### config.mk
export PLATFORM = sky130hd
export DESIGN_NAME = txfc_device_flat
export DESIGN_NICKNAME = d
export VERILOG_FILES = /design/src/rtl/txfc_pkg.sv /design/src/rtl/txfc_if.sv /design/src/rtl/txfc_device.sv /design/src/flat_wrapper.sv
export SDC_FILE = /design/constraint.sdc
export NUM_CORES = 1
export LEC_CHECK = 0
export BUFFER_PORTS_ARGS = -buffer_cell sky130_fd_sc_hd__buf_2
export CORE_AREA = 2 2 123 125
export CTS_BUF_LIST = sky130_fd_sc_hd__clkbuf_8
export CTS_CLUSTER_DIAMETER = 150
export CTS_CLUSTER_SIZE = 30
export DETAILED_ROUTE_END_ITERATION = 12
export DIE_AREA = 0 0 125 127
export PLACE_DENSITY = 0.7
export RECOVER_POWER = 100
export SLEW_MARGIN = 20
export SYNTH_ARGS = -nofsm -noshare
export SYNTH_HDL_FRONTEND = slang
export SYNTH_SLANG_ARGS = --single-unit
### constraint.sdc
create_clock -name SYS_CLK -period 7.11 [get_ports SYS_CLK]
set_input_delay 1.422 -clock SYS_CLK [delete_from_list [all_inputs] [get_ports SYS_CLK]]
set_output_delay 1.422 -clock SYS_CLK [all_outputs]
set_load 0.02 [all_outputs]
### src/rtl/txfc_pkg.sv
package txfc_pkg;

  localparam int DATA_W = 128;
  localparam int KEEP_W = 16;
  localparam int USER_W = 4;
  localparam int BEAT_W = 9;

  // sideband positions within tuser
  localparam int USER_FWD = 1;
  localparam int USER_STR = 2;
  localparam int USER_DSC = 3;

  localparam logic [KEEP_W-1:0] KEEP_FULL = 16'hFFFF;
  localparam logic [BEAT_W-1:0] BEATS_ZERO = 9'h000;
  localparam logic [BEAT_W-1:0] BEATS_ONE  = 9'h001;
  localparam logic [BEAT_W-1:0] BEATS_MAX  = 9'h1FF;

  // time the transmit path is lent to a self-generated packet
  localparam int CORE_PKT_NS = 20;
  localparam int CLK_PERIOD_NS = 5;
  localparam logic [7:0] CORE_PKT_CYCLES = 8'((CORE_PKT_NS + CLK_PERIOD_NS - 1) / CLK_PERIOD_NS);
  localparam logic [7:0] CYCLES_ZERO = 8'h00;
  localparam logic [7:0] CYCLES_ONE  = 8'h01;

  // avalon register map of the source end (byte addresses)
  localparam int ADDR_W = 4;
  localparam logic [ADDR_W-1:0] OFF_CTRL  = 4'h0;
  localparam logic [ADDR_W-1:0] OFF_LEN   = 4'h4;
  localparam logic [ADDR_W-1:0] OFF_STAT  = 4'h8;
  localparam logic [ADDR_W-1:0] OFF_DROPS = 4'hC;

  localparam int CTRL_GO   = 0;
  localparam int CTRL_CUT  = 1;
  localparam int CTRL_FWD  = 2;
  localparam int CTRL_DSC  = 3;
  localparam int CTRL_GAP  = 4;
  localparam int CTRL_GNT  = 5;
  localparam int CTRL_W    = 6;

  localparam int STAT_BUSY  = 0;
  localparam int STAT_READY = 1;
  localparam int STAT_REQ   = 2;

  localparam logic [CTRL_W-1:0] CTRL_RESET = 6'h00;
  localparam logic [BEAT_W-1:0] LEN_RESET  = 9'h001;
  localparam logic [15:0]       DROPS_ZERO = 16'h0000;
  localparam logic [31:0]       WORD_ZERO  = 32'h0000_0000;

  typedef enum logic [1:0] {
    TXFC_DEV_IDLE = 2'b00,
    TXFC_DEV_CORE = 2'b01
  } txfc_dev_state_type;

  typedef enum logic [1:0] {
    TXFC_SRC_IDLE  = 2'b00,
    TXFC_SRC_SEND  = 2'b01,
    TXFC_SRC_GRANT = 2'b11
  } txfc_src_state_type;

endpackage

### src/rtl/txfc_if.sv
`timescale 1ns/1ps
interface txfc_if;
  logic                        tvalid;
  logic                        tready;
  logic [txfc_pkg::DATA_W-1:0] tdata;
  logic [txfc_pkg::KEEP_W-1:0] tkeep;
  logic                        tlast;
  logic [txfc_pkg::USER_W-1:0] tuser;
  logic                        cfg_req;
  logic                        cfg_gnt;
  logic                        err_drop;

  modport dev (
    input  tvalid,
    output tready,
    input  tdata,
    input  tkeep,
    input  tlast,
    input  tuser,
    output cfg_req,
    input  cfg_gnt,
    output err_drop
  );

  modport src (
    output tvalid,
    input  tready,
    output tdata,
    output tkeep,
    output tlast,
    output tuser,
    input  cfg_req,
    output cfg_gnt,
    input  err_drop
  );
endinterface

### src/rtl/txfc_device.sv
// The address map and the Avalon-MM register port were chosen for this implementation.
`timescale 1ns/1ps
////////////////////////////////////////////////////////////////////////////////
// Function
// - buffers full: ready drops only after packet
// - back-to-back while full: ready drops after last
// - first beat accepted means whole packet accepted
// - source keeps payload within programmed maximum; txfc_source does not check MAX_BEATS
// - ready withdrawn only for three reasons
// - granted self-generated packet holds ready low
// - non-D0 power: finish packet, then ready low
// - source holds signals stable while ready low
// - discontinue counts only with valid and ready
// - source never discontinues on first beat
// - discontinue ignored outside a packet
// - discontinue: discard, or end bad when cut-through
// - discard on link down, oversize, cut-through gap
// - keep accepting; drop flag within three cycles
// - source may set header poison bit itself
// - poison request on any beat sets poison
// - source never poisons cut-through packets
// - cut-through: flag whole packet, valid every beat; txfc_source drops valid for one cycle mid-packet when CTRL_GAP is set
// - throttled cut-through: drop, flag, nullify
// - source grants core packet one cycle after
// - packets start on a new beat
module txfc_device (
  input  wire logic                        SYS_CLK,
  input  wire logic                        RSTN,
  txfc_if.dev                              TX,
  input  wire logic                        BUF_AVAIL,
  input  wire logic                        LINK_UP,
  input  wire logic                        PWR_D0,
  input  wire logic                        CORE_PKT_PEND,
  input  wire logic [txfc_pkg::BEAT_W-1:0] MAX_BEATS,
  output logic                             LNK_VALID,
  output logic [txfc_pkg::DATA_W-1:0]      LNK_DATA,
  output logic [txfc_pkg::KEEP_W-1:0]      LNK_KEEP,
  output logic                             LNK_LAST,
  output logic                             LNK_CUT,
  output logic                             LNK_EP,
  output logic                             LNK_DISCARD,
  output logic                             LNK_EDB,
  output logic                             CORE_PKT_SENT
);

  txfc_pkg::txfc_dev_state_type state_reg;
  txfc_pkg::txfc_dev_state_type state_next;

  logic                        tready_reg;
  logic                        tready_next;
  logic                        cfg_req_reg;
  logic                        err_drop_reg;
  logic                        in_pkt_reg;
  logic                        in_pkt_next;
  logic                        cut_reg;
  logic                        bad_reg;
  logic                        poison_reg;
  logic [txfc_pkg::BEAT_W-1:0] beats_reg;
  logic [7:0]                  core_cnt_reg;

  logic beat_acc;
  logic first_beat;
  logic dsc_hit;
  logic pkt_end;
  logic cut_now;
  logic throttled;
  logic oversize;
  logic bad_now;
  logic poison_now;
  logic core_start;
  logic core_done;

  assign TX.tready   = tready_reg;
  assign TX.cfg_req  = cfg_req_reg;
  assign TX.err_drop = err_drop_reg;

  ////////////////////////////////////////////////////////////////////////////////
  // packet tracking

  assign beat_acc   = TX.tvalid & tready_reg;
  assign first_beat = beat_acc & ~in_pkt_reg;
  // a discontinue on a first beat or between packets has no effect
  assign dsc_hit    = beat_acc & in_pkt_reg & TX.tuser[txfc_pkg::USER_DSC];
  // a discontinue ends the packet whether or not last comes with it
  assign pkt_end    = beat_acc & (TX.tlast | dsc_hit);
  assign cut_now    = first_beat ? TX.tuser[txfc_pkg::USER_STR] : cut_reg;
  // valid gap inside a cut-through packet
  assign throttled  = in_pkt_reg & cut_reg & ~TX.tvalid;
  assign oversize   = beat_acc & ((first_beat ? txfc_pkg::BEATS_ZERO : beats_reg) >= MAX_BEATS);
  assign bad_now    = (~first_beat & bad_reg) | throttled | oversize
                    | ((in_pkt_reg | beat_acc) & ~LINK_UP);
  assign poison_now = (~first_beat & poison_reg)
                    | (beat_acc & TX.tuser[txfc_pkg::USER_FWD]);

  always_comb begin
    in_pkt_next = in_pkt_reg;
    if (pkt_end) begin
      in_pkt_next = 1'b0;
    end else if (first_beat) begin
      in_pkt_next = 1'b1;
    end
  end

  always_ff @(posedge SYS_CLK or negedge RSTN) begin
    if (!RSTN) begin
      in_pkt_reg <= 1'b0;
      cut_reg    <= 1'b0;
      bad_reg    <= 1'b0;
      poison_reg <= 1'b0;
    end else begin
      in_pkt_reg <= in_pkt_next;
      cut_reg    <= cut_now;
      bad_reg    <= bad_now;
      poison_reg <= poison_now;
    end
  end

  always_ff @(posedge SYS_CLK or negedge RSTN) begin
    if (!RSTN) begin
      beats_reg <= txfc_pkg::BEATS_ZERO;
    end else if (first_beat) begin
      beats_reg <= txfc_pkg::BEATS_ONE;
    end else if (beat_acc && beats_reg != txfc_pkg::BEATS_MAX) begin
      beats_reg <= beats_reg + txfc_pkg::BEATS_ONE;
    end
  end

  ////////////////////////////////////////////////////////////////////////////////
  // self-generated packets

  // the grant is only honoured between packets so user beats never interleave
  // the pending flag may still stand in the cycle that reports the send
  assign core_start = (state_reg == txfc_pkg::TXFC_DEV_IDLE) & CORE_PKT_PEND
                    & TX.cfg_gnt & ~in_pkt_next & ~CORE_PKT_SENT;
  assign core_done  = (state_reg == txfc_pkg::TXFC_DEV_CORE)
                    & (core_cnt_reg == txfc_pkg::CYCLES_ONE);

  always_comb begin
    state_next = state_reg;
    case (state_reg)
      txfc_pkg::TXFC_DEV_IDLE: begin
        if (core_start) begin
          state_next = txfc_pkg::TXFC_DEV_CORE;
        end
      end
      txfc_pkg::TXFC_DEV_CORE: begin
        if (core_done) begin
          state_next = txfc_pkg::TXFC_DEV_IDLE;
        end
      end
      default: begin
        state_next = txfc_pkg::TXFC_DEV_IDLE;
      end
    endcase
  end

  always_ff @(posedge SYS_CLK or negedge RSTN) begin
    if (!RSTN) begin
      state_reg <= txfc_pkg::TXFC_DEV_IDLE;
    end else begin
      state_reg <= state_next;
    end
  end

  always_ff @(posedge SYS_CLK or negedge RSTN) begin
    if (!RSTN) begin
      core_cnt_reg <= txfc_pkg::CYCLES_ZERO;
    end else if (core_start) begin
      core_cnt_reg <= txfc_pkg::CORE_PKT_CYCLES;
    end else if (core_cnt_reg != txfc_pkg::CYCLES_ZERO) begin
      core_cnt_reg <= core_cnt_reg - txfc_pkg::CYCLES_ONE;
    end
  end

  always_ff @(posedge SYS_CLK or negedge RSTN) begin
    if (!RSTN) begin
      cfg_req_reg   <= 1'b0;
      CORE_PKT_SENT <= 1'b0;
    end else begin
      cfg_req_reg   <= CORE_PKT_PEND & (state_next == txfc_pkg::TXFC_DEV_IDLE)
                     & ~core_done & ~CORE_PKT_SENT;
      CORE_PKT_SENT <= core_done;
    end
  end

  ////////////////////////////////////////////////////////////////////////////////
  // ready: computed from next-cycle state so a full pool after a last beat
  // removes ready on the very next cycle, never mid-packet

  always_comb begin
    tready_next = 1'b0;
    if (state_next == txfc_pkg::TXFC_DEV_IDLE) begin
      if (in_pkt_next) begin
        tready_next = 1'b1;
      end else begin
        tready_next = BUF_AVAIL & PWR_D0;
      end
    end
  end

  always_ff @(posedge SYS_CLK or negedge RSTN) begin
    if (!RSTN) begin
      tready_reg <= 1'b0;
    end else begin
      tready_reg <= tready_next;
    end
  end

  ////////////////////////////////////////////////////////////////////////////////
  // link-side beat stream and end-of-packet verdict

  always_ff @(posedge SYS_CLK or negedge RSTN) begin
    if (!RSTN) begin
      LNK_VALID <= 1'b0;
      LNK_DATA  <= '0;
      LNK_KEEP  <= '0;
      LNK_LAST  <= 1'b0;
      LNK_CUT   <= 1'b0;
    end else begin
      LNK_VALID <= beat_acc;
      LNK_DATA  <= TX.tdata;
      LNK_KEEP  <= TX.tkeep;
      LNK_LAST  <= pkt_end;
      LNK_CUT   <= cut_now;
    end
  end

  // store-and-forward packets are withdrawn before the link, cut-through ones
  // are already on the wire and can only be closed as bad
  always_ff @(posedge SYS_CLK or negedge RSTN) begin
    if (!RSTN) begin
      LNK_EP      <= 1'b0;
      LNK_DISCARD <= 1'b0;
      LNK_EDB     <= 1'b0;
    end else begin
      LNK_EP      <= pkt_end & poison_now;
      LNK_DISCARD <= pkt_end & ~cut_now & (dsc_hit | bad_now);
      LNK_EDB     <= pkt_end & cut_now & (dsc_hit | bad_now);
    end
  end

  // one pulse, the cycle after the end beat; a source discontinue is not a drop
  always_ff @(posedge SYS_CLK or negedge RSTN) begin
    if (!RSTN) begin
      err_drop_reg <= 1'b0;
    end else begin
      err_drop_reg <= pkt_end & bad_now;
    end
  end

endmodule

### src/flat_wrapper.sv
// flat-port wrapper written by rule: the top's interface ports become plain ports
module txfc_device_flat 
  (SYS_CLK, RSTN, BUF_AVAIL, LINK_UP, PWR_D0, CORE_PKT_PEND, MAX_BEATS, LNK_VALID, LNK_DATA, LNK_KEEP, LNK_LAST, LNK_CUT, LNK_EP, LNK_DISCARD, LNK_EDB, CORE_PKT_SENT, TX_tvalid, TX_tready, TX_tdata, TX_tkeep, TX_tlast, TX_tuser, TX_cfg_req, TX_cfg_gnt, TX_err_drop);
  txfc_if TX_i ();
  input  wire logic SYS_CLK;
  input  wire logic RSTN;
  input  wire logic BUF_AVAIL;
  input  wire logic LINK_UP;
  input  wire logic PWR_D0;
  input  wire logic CORE_PKT_PEND;
  input  wire logic [txfc_pkg::BEAT_W-1:0] MAX_BEATS;
  output logic LNK_VALID;
  output logic [txfc_pkg::DATA_W-1:0] LNK_DATA;
  output logic [txfc_pkg::KEEP_W-1:0] LNK_KEEP;
  output logic LNK_LAST;
  output logic LNK_CUT;
  output logic LNK_EP;
  output logic LNK_DISCARD;
  output logic LNK_EDB;
  output logic CORE_PKT_SENT;
  input wire logic [$bits(TX_i.tvalid)-1:0] TX_tvalid;
  output wire logic [$bits(TX_i.tready)-1:0] TX_tready;
  input wire logic [$bits(TX_i.tdata)-1:0] TX_tdata;
  input wire logic [$bits(TX_i.tkeep)-1:0] TX_tkeep;
  input wire logic [$bits(TX_i.tlast)-1:0] TX_tlast;
  input wire logic [$bits(TX_i.tuser)-1:0] TX_tuser;
  output wire logic [$bits(TX_i.cfg_req)-1:0] TX_cfg_req;
  input wire logic [$bits(TX_i.cfg_gnt)-1:0] TX_cfg_gnt;
  output wire logic [$bits(TX_i.err_drop)-1:0] TX_err_drop;
  assign TX_i.tvalid = TX_tvalid;
  assign TX_tready = TX_i.tready;
  assign TX_i.tdata = TX_tdata;
  assign TX_i.tkeep = TX_tkeep;
  assign TX_i.tlast = TX_tlast;
  assign TX_i.tuser = TX_tuser;
  assign TX_cfg_req = TX_i.cfg_req;
  assign TX_i.cfg_gnt = TX_cfg_gnt;
  assign TX_err_drop = TX_i.err_drop;
  txfc_device u_core (.SYS_CLK(SYS_CLK), .RSTN(RSTN), .TX(TX_i), .BUF_AVAIL(BUF_AVAIL), .LINK_UP(LINK_UP), .PWR_D0(PWR_D0), .CORE_PKT_PEND(CORE_PKT_PEND), .MAX_BEATS(MAX_BEATS), .LNK_VALID(LNK_VALID), .LNK_DATA(LNK_DATA), .LNK_KEEP(LNK_KEEP), .LNK_LAST(LNK_LAST), .LNK_CUT(LNK_CUT), .LNK_EP(LNK_EP), .LNK_DISCARD(LNK_DISCARD), .LNK_EDB(LNK_EDB), .CORE_PKT_SENT(CORE_PKT_SENT));
endmodule
Word level (Yosys, flattened, before mapping). Index checks and enable logic that the tools add are counted.

Output and inout bits: 154. Flip-flop bits (word level): 176. Input port bits: 166. Logic and storage cells: 85.

Bitwise logic cells: 42. Mux-type cells: 13. Add/sub/neg operators: 2. Equal/unequal tests: 3. Magnitude comparators: 1. Reduce and logical (&&, ||, !) cells: 6.

Operators with widths (count): 1-bit AND (27); 9-bit 2-to-1 mux (3); 8-bit 2-to-1 mux (2); 9-bit by 1-bit adder with 9-bit output, second input constant (1); 9-bit >= comparator (1); 9-bit != test, second input constant (1); 8-bit by 1-bit == test with 1-bit output, second input constant (1); 1-bit inverter (8); 8-bit nonzero test (1); 8-bit by 1-bit subtractor with 8-bit output, second input constant (1); 1-bit OR (7); 1-bit 2-to-1 mux (5); 2-bit logical NOT (2); 2-bit 2-to-1 mux (2); 2-bit one-hot mux with 2 select lines (1); 2-bit nonzero test (2); 2-bit by 1-bit == test with 1-bit output, second input constant (1); 1-bit logical AND (1).

Longest topological paths before layout.
Depth after elaboration: 15. Mapped depth: 10. Gate-level depth less buffers: 10.

Worst setup path after synthesis. OpenSTA, ideal clock, no wires.

Path kind: input-to-reg. Start: input port TX_tvalid. End: register u_core.LNK_EDB. Path buffers: 1. Data arrival time: 3.073 ns. Slack: 3.901 ns. Stages: 9. Data required time: 6.974 ns. Library setup time: 0.136 ns. Path through: and3b_1 clkbuf_1 nor2b_1 ha_1 a211o_1 a31oi_1 a221oi_1 nor3b_1 o32ai_1.

Longest elaborated chain between the ends: 9. Elaborated cells on any way between the ends: 22. Those cells by class: order compare: 1; mux: 2; bitwise: 19.

Ends and longest elaborated chain: start, declared (RTL line flat_wrapper.sv:21) `input wire logic [$bits(TX_i.tvalid)-1:0] TX_tvalid;`; 1-bit AND (RTL line txfc_device.sv:80) `assign beat_acc = TX.tvalid & tready_reg;`; 1-bit AND (RTL line txfc_device.sv:81) `assign first_beat = beat_acc & ~in_pkt_reg;`; 9-bit 2-to-1 mux / 1-bit inverter (equally long branches) (RTL line txfc_device.sv:89, txfc_device.sv:90); 9-bit >= comparator / 1-bit AND (equally long branches) (RTL line txfc_device.sv:89, txfc_device.sv:90); 1-bit AND / 1-bit OR (equally long branches) (RTL line txfc_device.sv:89, txfc_device.sv:90); 1-bit OR (RTL line txfc_device.sv:90) `assign bad_now = (~first_beat & bad_reg) | throttled | oversize`; 1-bit OR (RTL line txfc_device.sv:91) `| ((in_pkt_reg | beat_acc) & ~LINK_UP);`; 1-bit OR (RTL line txfc_device.sv:238) `LNK_EDB <= pkt_end & cut_now & (dsc_hit | bad_now);`; 1-bit AND * (RTL line txfc_device.sv:238); end signal, assigned (RTL line txfc_device.sv:238); end, declared (RTL line txfc_device.sv:42) `output logic LNK_EDB,`.

Every way passes the cells marked *; elsewhere a longest branch is shown, timed or not. A chain may end at the register's enable or synchronous reset.

Worst setup path in the final report. Same ends and word-level chain as after synthesis.

==> results <==
- Entering global routing, the biggest net connects 93 pins.
- Broken down by cell family, the worst path's largest delay share belongs to simple AND/OR/NAND/NOR gates.
- Buffers added to address setup during post-CTS repair amount to 0.
- The number of global-route vias before repair was 4,137.
- For this run, design rule violations remaining after detail routing come to 0.
- When the netlist entered floorplanning its net count stood at 509.
- The cell at the root of the clock tree is sky130_fd_sc_hd__clkbuf_8.
- Summed over all cells, the static leakage comes to 3.579 nW.
- The clock arrives with 0.004774 ns of skew.
- The share of the yosys chip area belonging to registers is 81.54%.
- The wire length of the first global-routing pass is 20.82 mm.
- The mean instance size in the synthesized netlist is 16.37 um2.
- For this design, the sink count on the clock tree is 176.
- Walking the worst path, the cells encountered are clkbuf_1 -> nand2_1 -> inv_1 -> nand2b_1 -> nand2_1 -> ha_1 -> nor2b_1 -> o21ai_0 -> a221oi_1 -> nor3b_1 -> o32ai_1.
- The overall die height is 127 um.
- The design draws 2.350 mW.
- The mapped cell area is 5401 um2.
- The achievable frequency is 0.3112 GHz.
- STA classifies the critical path endpoint as a register.
- Adding up every negative setup slack in the final design gives 0 ns.
- The initial antenna violation count came to 1.
- Setup repair after global routing left no endpoint under its margin.
- Before antenna repair, the detailed router went through 4 iterations.
- Across the VDD grid, the largest voltage drop is 0.1605 mV.
- Counting every instance in the synthesized netlist gives 330.
- The final layout contains 841 nets.
- 320 I/O pins were placed.
- The number of hold violations in the final report came to 0.
- The slew at the pin closest to its max-slew limit is 0.8264 ns.
- The source-to-sink clock delay at the later pin of the worst-skew pair is 0.44 ns.
- The total half-perimeter wirelength after legalization and detailed placement is 10.78 mm.
- The TritonCTS clock tree is yes.
- The total number of placement rows is 44.
- Of the cells placed in the final design, the portion with a size suffix greater than 1 is 28.78%.
- The async set-or-reset flop fraction in the synthesized netlist is 100.0%.
- The number of different library cells in the post-synthesis netlist is 45.
- The synthesized design contains 0 enable-type register cells.
- No sink is reached through more buffers than the 2 on the longest clock path.
- The run finished with clean final reports.
- The top cell types in the final layout, fill and taps aside, are sky130_fd_sc_hd__dfrtp_1 (176), sky130_fd_sc_hd__clkbuf_1 (159), sky130_fd_sc_hd__buf_2 (158).
- The floorplan step defined a core boundary enclosing 14,420 um2.
- The most instantiated flip-flop cell in the synthesis netlist is sky130_fd_sc_hd__dfrtp_1.
- The final setup violation count is 0.
- The quantity of I/O buffers inserted on ports is 318.
- Clock tree synthesis inserted a total of 17 buffers.
- The normalized max-slew margin is 44.91%.
- The type of the worst setup path is input pin to register.
- From synthesis to final layout, the design area changed by 37.29%.
- The warning count from the yosys run is 0.
- The number of slew-limit violations in the final report was 0.
- The die covers 15,880 um2.
- After clock tree synthesis, the flow added hold-fix buffers numbering 0.
- For this design the ratio of total power to cell area is 316.9 nW/um2.
- The initial utilization of the core area, before any placement, comes to 37.45%.
- The clock slew at the register clock pins of the worst setup and hold paths is 0.09 ns.
- The minimum clock period is 3.213 ns.
- The critical path contains buffers and inverters numbering 2 combined.
- The total of fill cells in the finished design is 1,339.
- In this run the remaining antenna-violating nets after routing total 0.
- Data arrives at the worst endpoint at 3.55 ns.
- The detailed router placed 3,874 vias in this run.
- After detailed routing, the average wire length per cell comes to 16.24 um.
- The number of DRC markers in iteration 0 is 196.
- The number of instances resized during post-cts repair is 0.
- The total overflow left after global routing is 0.
- The flip-flop count of the largest register, all copies and words added is 128.
- In this design, the critical path's most frequently occurring cell is sky130_fd_sc_hd__nand2_1.
- The data required time of the critical path is 7.45 ns.
- The most frequent standard cell in the layout excluding fill and tap cells is sky130_fd_sc_hd__dfrtp_1.
- The depth of the CTS H-tree is 4.
- The reg-to-reg setup timing slack is 4.48 ns.
- Dividing the detail-routed via count by the number of cells gives 4.510.
- The startpoint type of the worst setup path is an input pin.
- Max-cap violations in this run came to 0.
- The placer congestion estimate is 0.8559.
- The path class of the lowest-slack min-delay path is register to register.
- The worst hold slack is 0.4721 ns.
- The number of storage elements in the synthesis netlist is 176.
- The overall die width is 125 um.
- On the worst path, the slowest cell contributes a delay of 0.37 ns.
- Dividing the final minimum period by the clock period gives 45.19%.
- The combined global-route utilization of all metal layers is 17.38%.
- After detailed routing, the total wire length is 13.95 mm.
- The peak fanout along the critical path is 13.
- The cell with the biggest individual delay on the critical path is sky130_fd_sc_hd__a221oi_1.
path summary, 6_finish.rpt:
| check | to | cells after the start | from |
|---|---|---|---|
| setup / recovery | u_core.LNK_EDB | 11 | TX_tvalid |
| max in group asynchronous | u_core.LNK_DATA[66] | 2 | RSTN |
| setup reg to reg | u_core.LNK_EDB | 8 | u_core.in_pkt_reg |
| hold reg to reg | u_core.TX.cfg_req | 1 | u_core.CORE_PKT_SENT |
| min in group asynchronous | u_core.LNK_DATA[51] | 1 | RSTN |
| hold / removal | u_core.TX.cfg_req | 1 | u_core.CORE_PKT_SENT |
cells in the mapped netlist, types with 2 or more instances:
master,instances,share of area (%)
sky130_fd_sc_hd__a221oi_1,2,0.32
sky130_fd_sc_hd__a21o_1,3,0.42
sky130_fd_sc_hd__nand2b_1,2,0.23
sky130_fd_sc_hd__nand2_1,11,0.76
sky130_fd_sc_hd__o21ai_0,9,0.83
sky130_fd_sc_hd__nor2_1,12,0.83
sky130_fd_sc_hd__dfrtp_1,176,82
sky130_fd_sc_hd__nor2b_1,12,1.4
sky130_fd_sc_hd__a211o_1,2,0.32
sky130_fd_sc_hd__clkbuf_1,5,0.35
sky130_fd_sc_hd__nand3_1,6,0.56
sky130_fd_sc_hd__xnor2_1,2,0.32
sky130_fd_sc_hd__nor3b_1,3,0.42
sky130_fd_sc_hd__o21ai_1,4,0.37
sky130_fd_sc_hd__a21oi_1,5,0.46
sky130_fd_sc_hd__a211oi_1,3,0.42
sky130_fd_sc_hd__or4_1,3,0.42
sky130_fd_sc_hd__a22o_1,10,1.6
sky130_fd_sc_hd__o31ai_1,4,0.56
sky130_fd_sc_hd__ha_1,13,3.0
sky130_fd_sc_hd__inv_1,16,1.1
sky130_fd_sc_hd__and3_1,2,0.23
sky130_fd_sc_hd__nor4b_1,2,0.32
sky130_fd_sc_hd__nor3_1,2,0.19
metrics by stage:
| stage | instances | util [%] | cell area (um2) | setup slack [ns] |
|---|---|---|---|---|
| floorplan | 330 | - | 5401 | 3.901 |
| global placement | 827 | 50.01 | 7213 | 3.617 |
| detailed placement | 827 | 50.01 | 7213 | 3.512 |
| CTS | 858 | 52.77 | 7611 | 4.005 |
| global route | 859 | 51.41 | 7416 | 3.692 |
| finish | 859 | 51.41 | 7416 | 3.897 |
routing by layer:
metal | vias to the layer above | global-route usage (%) | part of all wire, %
li1 | 1773 | - | -
met1 | 1903 | 19.21 | 37
met2 | 181 | 29.99 | 53
met3 | 17 | 7.580 | 8.3
met4 | 0 | 6.340 | 1.5
met5 | - | 0 | 0
area by class of cell:
| type | count | area [um2] | area share [%] |
|---|---|---|---|
| flip-flops and latches | 176 | 4404 | 59.39 |
| well taps | 184 | 230.2 | 3.104 |
| multi-input cells | 131 | 907.1 | 12.23 |
| clock inverters | 13 | 150.1 | 2.025 |
| clock buffers | 18 | 247.7 | 3.341 |
| repair buffers | 319 | 1410 | 19.01 |
| diodes | 1 | 2.502 | 0.03374 |
| inverters | 17 | 63.81 | 0.8605 |
where the power goes:
part	total, mW	switching, mW	internal (mW)
Combinational	0.460	0.275	0.185
Clock	0.694	0.365	0.328
Sequential	1.20	0.0881	1.11
Total	2.35	0.729	1.62
kinds of logic after synthesis:
logic type / Yosys count / synth area share (%)
AOI/OAI and AO/OA: 47 / 6.046
other: 1 / 0.06943
and+or+nand+nor: 65 / 6.787
xor gates and xnor gates: 2 / 0.3244
DFF: 176 / 81.54
buffers and inverters: 23 / 1.621
adders and majority gates: 13 / 3.011
muxes: 3 / 0.6022
(Power assumes the default switching activity.)
